File: src/rtl/ssr_pkg.sv
// Constants, register map and field layout of the synchronous serial receiver.
// Assumes a single 40 MHz clock and an AXI4-Lite master reaching the registers.
// Summary of operation
// - Master receiver releases the data line and reads serial data from it.
// - Reception starts when single (master only) or continuous receive enable is set.
// - Single receive clocks one character, then clears its own enable.
// - Continuous receive clocks without pause until its enable is cleared or an overrun occurs.
// - Clearing continuous mid-character stops the clock and drops the partial character.
// - Both enables set: single clears after first character, continuous carries on.
// - Data is sampled on the trailing clock edge into the shift register.
// - A full character moves into the two-deep FIFO and sets receive pending.
// - Data register shows the oldest entry's low byte; pending holds while unread.
// - Slave releases the clock line and takes the external master's clock.
// - Slave takes one bit per received clock, valid at the trailing edge.
// - A third character into a full FIFO sets overrun and is discarded.
// - During overrun stored entries stay readable and nothing new is accepted.
// - Single-mode overrun clears on data read; the flag is not writable.
// - Continuous-mode overrun clears by clearing continuous receive or port enable.
// - Nine-bit mode shifts nine bits; the ninth of the oldest entry is a status bit.
// - Clock polarity bit sets the shift clock idle level high or low.
// - Master clock source bit selects master driving the clock, else slave.
package ssr_pkg;
  localparam logic [3:0] SSR_ADDR_BAUD_CTRL = 4'h0;
  localparam logic [3:0] SSR_ADDR_RX_STAT = 4'h4;
  localparam logic [3:0] SSR_ADDR_DIV_LO = 4'h8;
  localparam logic [3:0] SSR_ADDR_DIV_HI = 4'hC;
  localparam logic [5:0] SSR_ADDR_TX_DATA = 6'h10;
  localparam logic [5:0] SSR_ADDR_TX_STAT = 6'h14;
  localparam logic [5:0] SSR_ADDR_RX_DATA = 6'h18;
  localparam int SSR_ADDR_W = 6;
  // Bit positions in the baud control register.
  localparam int SSR_B_POL = 4;
  localparam int SSR_B_WIDE = 3;
  // Bit positions in the receive status and control register.
  localparam int SSR_B_PEN = 7;
  localparam int SSR_B_RX9 = 6;
  localparam int SSR_B_SINGLE_RECEIVE_ENABLE = 5;
  localparam int SSR_B_CONTINUOUS_RECEIVE_ENABLE = 4;
  localparam int SSR_B_OVR = 1;
  localparam int SSR_B_D9 = 0;
  // Bit positions in the transmit status and control register.
  localparam int SSR_B_MASTER_CLOCK_SOURCE = 7;
  localparam int SSR_B_SYNC = 4;
  localparam int SSR_B_HS = 2;
  // Pending flag is exposed in the receive data word above the data byte.
  localparam int SSR_B_PEND = 8;
  localparam logic [3:0] SSR_BITS8 = 4'h8;
  localparam logic [3:0] SSR_BITS9 = 4'h9;
  localparam logic [1:0] SSR_RESP_OKAY = 2'b00;
  localparam logic [1:0] SSR_RESP_SLVERR = 2'b10;
  localparam logic [7:0] SSR_RST_BYTE = 8'h00;
  localparam logic [15:0] SSR_DIV_ONE = 16'h0001;
endpackage

File: src/rtl/ssr_receiver.sv
// Synchronous serial receive engine with its AXI4-Lite register slave.
// Assumes the link pins come from outside the 40 MHz domain and resolves no pad wires itself.
`timescale 1ns/1ps
`default_nettype none
module ssr_receiver (
  input wire logic aclk,
  input wire logic aresetn,
  input wire logic [5:0] s_axi_awaddr,
  input wire logic s_axi_awvalid,
  output logic s_axi_awready,
  input wire logic [31:0] s_axi_wdata,
  input wire logic [3:0] s_axi_wstrb,
  input wire logic s_axi_wvalid,
  output logic s_axi_wready,
  output logic [1:0] s_axi_bresp,
  output logic s_axi_bvalid,
  input wire logic s_axi_bready,
  input wire logic [5:0] s_axi_araddr,
  input wire logic s_axi_arvalid,
  output logic s_axi_arready,
  output logic [31:0] s_axi_rdata,
  output logic [1:0] s_axi_rresp,
  output logic s_axi_rvalid,
  input wire logic s_axi_rready,
  input wire logic data_line_i,
  output logic data_line_o,
  output logic data_line_oe,
  input wire logic clock_line_i,
  output logic clock_line_o,
  output logic clock_line_oe
);
  import ssr_pkg::*;

  typedef struct packed {
    logic [7:0] baud_r;
    logic [7:0] rxst_r;
    logic [7:0] divlo_r;
    logic [7:0] divhi_r;
    logic [7:0] txdat_r;
    logic [7:0] txst_r;
    logic aw_r;
    logic [5:0] awa_r;
    logic w_r;
    logic [31:0] wd_r;
    logic [3:0] ws_r;
    logic bv_r;
    logic [1:0] bresp_r;
    logic rv_r;
    logic [31:0] rd_r;
    logic [1:0] rresp_r;
    logic [1:0] dsync_r;
    logic [1:0] csync_r;
    logic cprev_r;
    logic [15:0] brg_r;
    logic [1:0] pre_r;
    logic sck_r;
    logic active_r;
    logic [3:0] cnt_r;
    logic [8:0] shift_r;
    logic [8:0] fifo0_r;
    logic [8:0] fifo1_r;
    logic [1:0] fill_r;
    logic ovr_single_r;
  } ssr_state_t;

  ssr_state_t s_r;
  ssr_state_t s_nxt;

  // Decodes a word address against a register offset.
  function automatic logic ssr_hit(input logic [5:0] a, input logic [5:0] off);
    ssr_hit = (a[5:2] == off[5:2]);
  endfunction

  // Applies byte lane zero of a write to an eight-bit register.
  function automatic logic [7:0] ssr_wbyte(input logic [7:0] old, input logic [31:0] d, input logic [3:0] st);
    ssr_wbyte = st[0] ? d[7:0] : old;
  endfunction

  logic pen, master, sync_mode, rx9, single_receive_enable, continuous_receive_enable, enable_rx;
  logic [3:0] nbits;
  logic trailing;
  logic ck_rise, ck_fall;
  logic done_char;
  logic wr_go, rd_go;
  logic rd_data_pop;
  logic [8:0] captured;

  // Combinational decode of the mode bits, used throughout the engine.
  assign pen = s_r.rxst_r[SSR_B_PEN];
  assign master = s_r.txst_r[SSR_B_MASTER_CLOCK_SOURCE];
  assign sync_mode = s_r.txst_r[SSR_B_SYNC];
  assign rx9 = s_r.rxst_r[SSR_B_RX9];
  assign single_receive_enable = s_r.rxst_r[SSR_B_SINGLE_RECEIVE_ENABLE];
  assign continuous_receive_enable = s_r.rxst_r[SSR_B_CONTINUOUS_RECEIVE_ENABLE];
  assign nbits = rx9 ? SSR_BITS9 : SSR_BITS8;
  // Continuous enable keeps the engine clocking until software drops it or an overrun occurs.
  assign enable_rx = pen && sync_mode && ((master && (single_receive_enable || continuous_receive_enable)) || (!master && continuous_receive_enable));
  assign ck_rise = s_r.csync_r[1] && !s_r.cprev_r;
  assign ck_fall = !s_r.csync_r[1] && s_r.cprev_r;
  assign wr_go = s_r.aw_r && s_r.w_r && !s_r.bv_r;
  assign rd_go = s_axi_arvalid && !s_r.rv_r;
  assign rd_data_pop = rd_go && ssr_hit(s_axi_araddr, SSR_ADDR_RX_DATA);

  // Next-state logic for the bus slave, baud generator, shifter and FIFO.
  always_comb begin
    logic tick;
    logic [15:0] div;
    logic [8:0] nshift;
    logic [7:0] wb;
    logic ovr_set;
    tick = 1'b0;
    wb = ssr_wbyte(s_r.rxst_r, s_r.wd_r, s_r.ws_r);
    ovr_set = 1'b0;
    div = {s_r.divhi_r, s_r.divlo_r};
    nshift = s_r.shift_r;
    trailing = 1'b0;
    done_char = 1'b0;
    captured = s_r.shift_r;
    s_nxt = s_r;
    // Both link pins pass two flops before any logic reads them.
    s_nxt.dsync_r = {s_r.dsync_r[0], data_line_i};
    s_nxt.csync_r = {s_r.csync_r[0], clock_line_i};
    s_nxt.cprev_r = s_r.csync_r[1];
    // Divisor: 16-bit pair when wide, else the low byte; prescaled by four unless high speed.
    if (!s_r.baud_r[SSR_B_WIDE]) begin
      div = {SSR_RST_BYTE, s_r.divlo_r};
    end
    if (!enable_rx || !master) begin
      s_nxt.brg_r = div;
      s_nxt.pre_r = 2'b00;
    end else if (s_r.brg_r == 16'h0000) begin
      s_nxt.brg_r = div;
      s_nxt.pre_r = s_r.pre_r + 2'b01;
      tick = s_r.txst_r[SSR_B_HS] || (s_r.pre_r == 2'b11);
    end else begin
      s_nxt.brg_r = s_r.brg_r - SSR_DIV_ONE;
    end
    // Master toggles its internal clock phase per tick; the second half is the trailing edge.
    if (master) begin
      if (tick && s_r.active_r) begin
        s_nxt.sck_r = !s_r.sck_r;
        trailing = s_r.sck_r;
      end
    end else begin
      // Slave trailing edge is the falling edge with idle low, rising with idle high.
      trailing = s_r.baud_r[SSR_B_POL] ? ck_rise : ck_fall;
    end
    if (enable_rx && !s_r.rxst_r[SSR_B_OVR]) begin
      s_nxt.active_r = 1'b1;
    end else begin
      // Losing the enable mid-character stops the clock and drops the bits.
      s_nxt.active_r = 1'b0;
      s_nxt.sck_r = 1'b0;
      s_nxt.cnt_r = 4'h0;
      trailing = 1'b0;
    end
    if (trailing && s_r.active_r) begin
      nshift = {s_r.dsync_r[1], s_r.shift_r[8:1]};
      s_nxt.shift_r = nshift;
      if (s_r.cnt_r == nbits - 4'h1) begin
        done_char = 1'b1;
        s_nxt.cnt_r = 4'h0;
        captured = rx9 ? nshift : {1'b0, nshift[8:1]};
      end else begin
        s_nxt.cnt_r = s_r.cnt_r + 4'h1;
      end
    end
    // FIFO pop on a data read, then push of a finished character.
    if (rd_data_pop && s_r.fill_r != 2'd0) begin
      s_nxt.fifo0_r = s_r.fifo1_r;
      s_nxt.fill_r = s_r.fill_r - 2'd1;
      if (s_r.ovr_single_r) begin
        s_nxt.rxst_r[SSR_B_OVR] = 1'b0;
        s_nxt.ovr_single_r = 1'b0;
      end
    end
    if (done_char) begin
      if (s_r.fill_r == 2'd2 && !rd_data_pop) begin
        s_nxt.rxst_r[SSR_B_OVR] = 1'b1;
        ovr_set = 1'b1;
        s_nxt.ovr_single_r = !continuous_receive_enable;
      end else if (s_nxt.fill_r == 2'd0) begin
        s_nxt.fifo0_r = captured;
        s_nxt.fill_r = 2'd1;
      end else begin
        s_nxt.fifo1_r = captured;
        s_nxt.fill_r = 2'd2;
      end
      if (master && single_receive_enable) begin
        s_nxt.rxst_r[SSR_B_SINGLE_RECEIVE_ENABLE] = 1'b0;
      end
    end
    // Bus write capture: address and data are taken independently.
    if (s_axi_awvalid && !s_r.aw_r) begin
      s_nxt.aw_r = 1'b1;
      s_nxt.awa_r = s_axi_awaddr;
    end
    if (s_axi_wvalid && !s_r.w_r) begin
      s_nxt.w_r = 1'b1;
      s_nxt.wd_r = s_axi_wdata;
      s_nxt.ws_r = s_axi_wstrb;
    end
    if (wr_go) begin
      s_nxt.aw_r = 1'b0;
      s_nxt.w_r = 1'b0;
      s_nxt.bv_r = 1'b1;
      s_nxt.bresp_r = SSR_RESP_OKAY;
      if (ssr_hit(s_r.awa_r, {2'b00, SSR_ADDR_BAUD_CTRL})) begin
        s_nxt.baud_r = ssr_wbyte(s_r.baud_r, s_r.wd_r, s_r.ws_r);
      end else if (ssr_hit(s_r.awa_r, {2'b00, SSR_ADDR_RX_STAT})) begin
        // Overrun and ninth bit are hardware status; write data leaves them alone.
        s_nxt.rxst_r[7:2] = wb[7:2];
        if (done_char && master && single_receive_enable) begin
          s_nxt.rxst_r[SSR_B_SINGLE_RECEIVE_ENABLE] = 1'b0;
        end
        if (!s_nxt.rxst_r[SSR_B_CONTINUOUS_RECEIVE_ENABLE] || !s_nxt.rxst_r[SSR_B_PEN]) begin
          // An overrun raised in this very cycle wins over a continuous-enable clear; a write clearing port enable still clears it.
          if ((!s_nxt.ovr_single_r && !ovr_set) || !s_nxt.rxst_r[SSR_B_PEN]) begin
            s_nxt.rxst_r[SSR_B_OVR] = 1'b0;
          end
        end
        if (!s_nxt.rxst_r[SSR_B_PEN]) begin
          // Port enable low resets the whole engine, FIFO included.
          s_nxt.fill_r = 2'd0;
          s_nxt.ovr_single_r = 1'b0;
        end
      end else if (ssr_hit(s_r.awa_r, {2'b00, SSR_ADDR_DIV_LO})) begin
        s_nxt.divlo_r = ssr_wbyte(s_r.divlo_r, s_r.wd_r, s_r.ws_r);
      end else if (ssr_hit(s_r.awa_r, {2'b00, SSR_ADDR_DIV_HI})) begin
        s_nxt.divhi_r = ssr_wbyte(s_r.divhi_r, s_r.wd_r, s_r.ws_r);
      end else if (ssr_hit(s_r.awa_r, SSR_ADDR_TX_DATA)) begin
        s_nxt.txdat_r = ssr_wbyte(s_r.txdat_r, s_r.wd_r, s_r.ws_r);
      end else if (ssr_hit(s_r.awa_r, SSR_ADDR_TX_STAT)) begin
        s_nxt.txst_r = ssr_wbyte(s_r.txst_r, s_r.wd_r, s_r.ws_r);
      end else if (!ssr_hit(s_r.awa_r, SSR_ADDR_RX_DATA)) begin
        s_nxt.bresp_r = SSR_RESP_SLVERR;
      end
    end
    if (s_r.bv_r && s_axi_bready) begin
      s_nxt.bv_r = 1'b0;
    end
    // Reads answer one cycle after the address is taken.
    if (rd_go) begin
      s_nxt.rv_r = 1'b1;
      s_nxt.rresp_r = SSR_RESP_OKAY;
      s_nxt.rd_r = 32'h0000_0000;
      if (ssr_hit(s_axi_araddr, {2'b00, SSR_ADDR_BAUD_CTRL})) begin
        s_nxt.rd_r[7:0] = s_r.baud_r;
      end else if (ssr_hit(s_axi_araddr, {2'b00, SSR_ADDR_RX_STAT})) begin
        s_nxt.rd_r[7:0] = s_r.rxst_r;
        s_nxt.rd_r[SSR_B_D9] = (s_r.fill_r != 2'd0) && rx9 && s_r.fifo0_r[8];
      end else if (ssr_hit(s_axi_araddr, {2'b00, SSR_ADDR_DIV_LO})) begin
        s_nxt.rd_r[7:0] = s_r.divlo_r;
      end else if (ssr_hit(s_axi_araddr, {2'b00, SSR_ADDR_DIV_HI})) begin
        s_nxt.rd_r[7:0] = s_r.divhi_r;
      end else if (ssr_hit(s_axi_araddr, SSR_ADDR_TX_STAT)) begin
        s_nxt.rd_r[7:0] = s_r.txst_r;
      end else if (ssr_hit(s_axi_araddr, SSR_ADDR_RX_DATA)) begin
        s_nxt.rd_r[7:0] = s_r.fifo0_r[7:0];
        s_nxt.rd_r[SSR_B_PEND] = (s_r.fill_r != 2'd0);
      end else if (!ssr_hit(s_axi_araddr, SSR_ADDR_TX_DATA)) begin
        s_nxt.rresp_r = SSR_RESP_SLVERR;
      end
    end
    if (s_r.rv_r && s_axi_rready) begin
      s_nxt.rv_r = 1'b0;
    end
  end

  // Single register stage for all state; synchronous active-low reset.
  always_ff @(posedge aclk) begin
    if (!aresetn) begin
      s_r <= '0;
    end else begin
      s_r <= s_nxt;
    end
  end

  // Bus handshakes and pin drivers.
  assign s_axi_awready = !s_r.aw_r;
  assign s_axi_wready = !s_r.w_r;
  assign s_axi_bvalid = s_r.bv_r;
  assign s_axi_bresp = s_r.bresp_r;
  assign s_axi_arready = !s_r.rv_r;
  assign s_axi_rvalid = s_r.rv_r;
  assign s_axi_rdata = s_r.rd_r;
  assign s_axi_rresp = s_r.rresp_r;
  assign data_line_o = 1'b0;
  assign data_line_oe = 1'b0;
  // Clock is driven only by an enabled master; idle level follows polarity.
  assign clock_line_oe = pen && sync_mode && master;
  assign clock_line_o = s_r.sck_r ^ s_r.baud_r[SSR_B_POL];

  // Checks of the receive engine behaviour.
  fifo_bound_a: assert property (@(posedge aclk) disable iff (!aresetn) s_r.fill_r <= 2'd2)
    else $error("fifo fill above two");
  pend_read_a: assert property (@(posedge aclk) disable iff (!aresetn)
    (rd_go && ssr_hit(s_axi_araddr, SSR_ADDR_RX_DATA) && s_r.fill_r != 2'd0) |=> s_axi_rdata[SSR_B_PEND])
    else $error("pending not shown with data");
  ovr_keep_a: assert property (@(posedge aclk) disable iff (!aresetn)
    (done_char && s_r.fill_r == 2'd2 && !rd_data_pop) |=> (s_r.fill_r == 2'd2 && $stable(s_r.fifo0_r)
    && s_r.rxst_r[SSR_B_OVR]))
    else $error("overrun disturbed fifo");
  ovr_hold_a: assert property (@(posedge aclk) disable iff (!aresetn)
    s_r.rxst_r[SSR_B_OVR] |-> !done_char)
    else $error("character accepted in overrun");
  single_receive_enable_clr_a: assert property (@(posedge aclk) disable iff (!aresetn)
    (done_char && master && single_receive_enable && !wr_go) |=> !s_r.rxst_r[SSR_B_SINGLE_RECEIVE_ENABLE])
    else $error("single enable not cleared");
  continuous_receive_enable_stop_a: assert property (@(posedge aclk) disable iff (!aresetn)
    (master && !enable_rx) |=> ##1 (s_r.cnt_r == 4'h0 && !s_r.sck_r))
    else $error("clock not stopped");
  data_rel_a: assert property (@(posedge aclk) disable iff (!aresetn) !data_line_oe)
    else $error("data line driven");
  slave_ck_a: assert property (@(posedge aclk) disable iff (!aresetn) !master |-> !clock_line_oe)
    else $error("slave drives clock");
  idle_pol_a: assert property (@(posedge aclk) disable iff (!aresetn)
    !s_r.active_r ##1 !s_r.active_r |-> clock_line_o == s_r.baud_r[SSR_B_POL])
    else $error("idle level wrong");
  cnt_lim_a: assert property (@(posedge aclk) disable iff (!aresetn) s_r.cnt_r < nbits)
    else $error("bit count beyond character");
  char_c: cover property (@(posedge aclk) disable iff (!aresetn) done_char);
  ovr_c: cover property (@(posedge aclk) disable iff (!aresetn) $rose(s_r.rxst_r[SSR_B_OVR]));
  nine_c: cover property (@(posedge aclk) disable iff (!aresetn) done_char && rx9);
  slave_c: cover property (@(posedge aclk) disable iff (!aresetn) done_char && !master);
endmodule
`default_nettype wire

File: config.mk
export PLATFORM = sky130hd
export DESIGN_NAME = ssr_receiver
export DESIGN_NICKNAME = d
export VERILOG_FILES = /design/src/rtl/ssr_pkg.sv /design/src/rtl/ssr_receiver.sv
export SDC_FILE = /design/constraint.sdc
export NUM_CORES = 1
export LEC_CHECK = 0
export BUFFER_PORTS_ARGS = -buffer_cell sky130_fd_sc_hd__buf_2
export CELL_PAD_IN_SITES_DETAIL_PLACEMENT = 0
export CELL_PAD_IN_SITES_GLOBAL_PLACEMENT = 1
export CORE_MARGIN = 5
export CORE_UTILIZATION = 26
export CTS_CLUSTER_DIAMETER = 60
export DETAILED_ROUTE_END_ITERATION = 6
export GPL_TIMING_DRIVEN = 0
export PLACE_DENSITY = 0.56
export SYNTH_ARGS = -nofsm -noshare
export SYNTH_HDL_FRONTEND = slang
export SYNTH_SLANG_ARGS = --single-unit
File: constraint.sdc
create_clock -name aclk -period 2.55 [get_ports aclk]
set_input_delay 0 -clock aclk [delete_from_list [all_inputs] [get_ports aclk]]
set_output_delay 0 -clock aclk [all_outputs]
set_load 0.01 [all_outputs]
==> key figures <==
Global routing
  • Global-route wire length before repair: 28500 um
  • Largest net degree at the start of global routing: 17
  • GRT Total Usage: 14.2%
  • GR Overflow Total: 0
  • Vias in the first global route: 4822
  • Initial antenna violation count: 0

Clocking
  • Htree depth: 4
  • Longest Clk Path Bufs: 2
  • CTS Sinks: 125
  • CTS clk-pin slew, worst paths: 0.05 ns
  • TritonCTS buffer count: 17
  • CTS tree: done
  • Root buffer cell: clkbuf_16
  • Worst-Skew Late Latency: 0.42 ns

Floorplan
  • Initial Utilization: 26.4%
  • Core region area: 22600 um^2
  • Die Area: 26000 um^2
  • Die width: 161 um
  • Overall die height: 161 um
  • Ports: 102
  • Std cell rows: 55

STA
  • Unrepaired setup endpoints after global routing: no
  • Post-route clock period utilization: 93.2%
  • Setup Viol. Count Final: 0
  • Max transition margin: 34.9%
  • Fmax: 421 MHz
  • Min cycle time layout: 2.38 ns
  • Max-slew violation count: 0
  • Final hold violation count: 0
  • Worst clock skew: 0.00880 ns
  • Worst-margin pin slew: 0.973 ns

Pwr
  • Peak supply drop: 0.000402 V
  • Leakage: 2.93 nW
  • Power Density: 628 nW/um^2
  • Final Power: 4.70 mW

Critical path
  • Reg2reg setup slack: 0.17 ns
  • Reg2reg start: master
  • CP startpoint kind: register
  • R2r worst-path depth: 8
  • CP Data Required Time: 2.90 ns
  • CP Class: reg2reg
  • Crit path capture type: register
  • CP max FO: 10
  • R2r endpoint: s_r[13]
  • Arrival time at the worst endpoint: 2.72 ns

Flow run
  • Max-Cap Viols: 0

Synthesis
  • Post-synth top area cell: dfxtp_1
  • Post-synth EDFFs: 0
  • Synth area leaders: dfxtp_1, mux2i_1, nor2_1, a21oi_1, buf_4
  • Main synth FF type: dfxtp_1
  • Cell area after synthesis: 5950 um^2
  • Syn_area_per_cell: 8.53 um^2
  • Top cell type's share of synthesized area: 42.1%
  • Synth warn: 0
  • Ys async rst share: 0%
  • Synthesized flop and latch total: 125
  • Gate Count Post-Synth: 698
  • Sequential area share after synthesis: 42.1%
  • Unique masters post-synth: 54

Detailed routing
  • Via/cell ratio: 4.58
  • DRC: 0
  • Via count: 5067
  • DR pass1 iterations: 5
  • Initial detailed-routing violation count: 289
  • Remaining antenna violation count: 0
  • Wire per inst: 16.3 um
  • Routed wire length: 18100 um

Min path
  • Hold Path Class: in2reg
  • Hold depth: 5
  • Hold path startpoint: s_axi_arvalid
  • Hold Path End: s_axi_rdata[6]

Placed design
  • GP Congestion: 0.790
  • I/O Buffers: 42
  • Detailed placer's ending HPWL: 13400 um

Finish
  • Fill cells: 2414
  • Final net count: 873
  • N_diodes: 0
  • P&R area growth vs syn: 25.7%
  • Utilization after layout: 33.1%
  • Share of cells above drive strength 1: 16.7%

Run status
  • Status: finished, final reports clean
==> report_power, final <==
part	internal (mW)	switching, mW	total (mW)	leakage [nW]
clock	1.52	0.860	2.38	0.285
combinational	0.127	0.169	0.296	1.64
sequential	1.98	0.0344	2.02	1.01
total	3.63	1.06	4.70	2.93
==> worst max-delay path by stage <==
stage	start	end	slack, ns	cells after the start
global route	master	s_r[15]	0.007	8
CTS	s_r[44]	s_r[13]	0.1	9
detailed placement	s_r[44]	s_r[13]	-0.28	7
floorplan	s_r[48]	s_r[12]	0.28	7
finish	master	s_r[13]	0.17	8
global placement	s_r[48]	s_r[13]	-0.25	7
==> final cells by class <==
cell class	count	area [um^2]	area share, %
well taps	285	357	4.77
repair buffers	67	463	6.19
plain buffers	79	444	5.94
inverters	17	63.8	0.853
multi-input cells	503	3070	41.1
clock inverters	7	87.6	1.17
clock buffers	23	488	6.53
flip-flops and latches	125	2500	33.5
==> critical path, cell delays in order, from the launching register on <==
cell	delay (ns)
dfxtp_1	0.49
and3_1	0.29
o21ai_0	0.24
o31a_1	0.34
buf_2	0.19
nor3_4	0.17
buf_12	0.16
mux2_2	0.33
nor2_1	0.08
==> repair_timing <==
action | CTS | global route
endpoints found under the setup margin | 30 | 20
hold buffers | 21 | 0
resized for setup | 3 | 4
endpoints found under the hold margin | 21 | 0
pin swaps | 2 | 1
buffers inserted | 3 | 1
==> synthesized netlist by cell type, types with 5 or more instances <==
library cell / count
clkbuf_1: 37
xnor2_1: 5
nor3_1: 12
nand4_1: 5
dfxtp_1: 125
mux2_2: 8
o21a_1: 6
o21ai_0: 17
o22ai_1: 5
o31ai_1: 11
ha_1: 6
nand3_1: 36
mux2i_1: 63
buf_4: 38
nor2b_1: 11
xor2_1: 10
and2_1: 8
inv_1: 17
nor2_1: 92
a21oi_1: 58
nor3b_1: 5
nand2_1: 64
==> cell usage in the layout (no fill, tap or decap), drive strengths merged, types with 3 or more instances in the layout <==
master,n
dfxtp,125
nor2,92
buf,88
nand2,64
mux2i,63
clkbuf,60
a21oi,58
nand3,36
conb,27
dlygate4sd3,21
o21ai,17
inv,17
nor3,14
nor2b,11
o31ai,11
xor2,10
and2,9
mux2,8
o21a,6
ha,6
nand4,5
nor3b,5
xnor2,5
o22ai,5
a22oi,4
and3,4
clkinv,4
a31oi,3
or2,3
a32oi,3
o32ai,3
nand2b,3
o221ai,3
o211ai,3
or3,3
nor4,3
==> stage by stage <==
stage | cells | hold slack, ns | setup slack, ns | TNS, ns | cell area [um^2]
after floorplan | 724 | 0.116 | 0.283 | 0 | 6050
after global placement | 1051 | 0.213 | -0.254 | -5.94 | 6620
after detailed placement | 1051 | 0.230 | -0.278 | -5.71 | 6620
after CTS | 1105 | 0.0961 | 0.0952 | 0 | 7460
after global routing | 1106 | 0.196 | 0.00745 | 0 | 7480
final | 1106 | 0.124 | 0.174 | 0 | 7480
==> cells by family (layout without fill, tap and decap cells) <==
logic type               Yosys count  in the layout  share of synthesized area [%]
AND/OR/NAND/NOR                  261            261                           21.0
flip-flops                       125            125                           42.1
AO/OA/AOI/OAI                    122            122                           12.4
buffers and inverters             96            193                           8.52
multiplexers                      72             72                           12.5
XOR/XNOR                          15             15                           2.21
adder cells (fa/ha/maj)            6              6                           1.26
other                              1             27                         0.0630
==> sequential cells by signal, indices dropped and copies added, names as in the netlist <==
register,flops
rx9,1
continuous_receive_enable,1
s_axi_bresp,1
master,1
s_r,105
s_axi_rresp,1
s_axi_rdata,9
s_axi_rvalid,1
s_nxt,3
pen,1
s_axi_bvalid,1
==> per-layer routing <==
metal | track usage (%) | vias to the layer above | part of all wire [%]
met5 | 0 | - | 0
met4 | 4.23 | 0 | 1.4
met3 | 3.16 | 16 | 3.8
met2 | 20.6 | 110 | 42
met1 | 20.9 | 2358 | 52
li1 | - | 2583 | -
(Power assumes the default switching activity.)
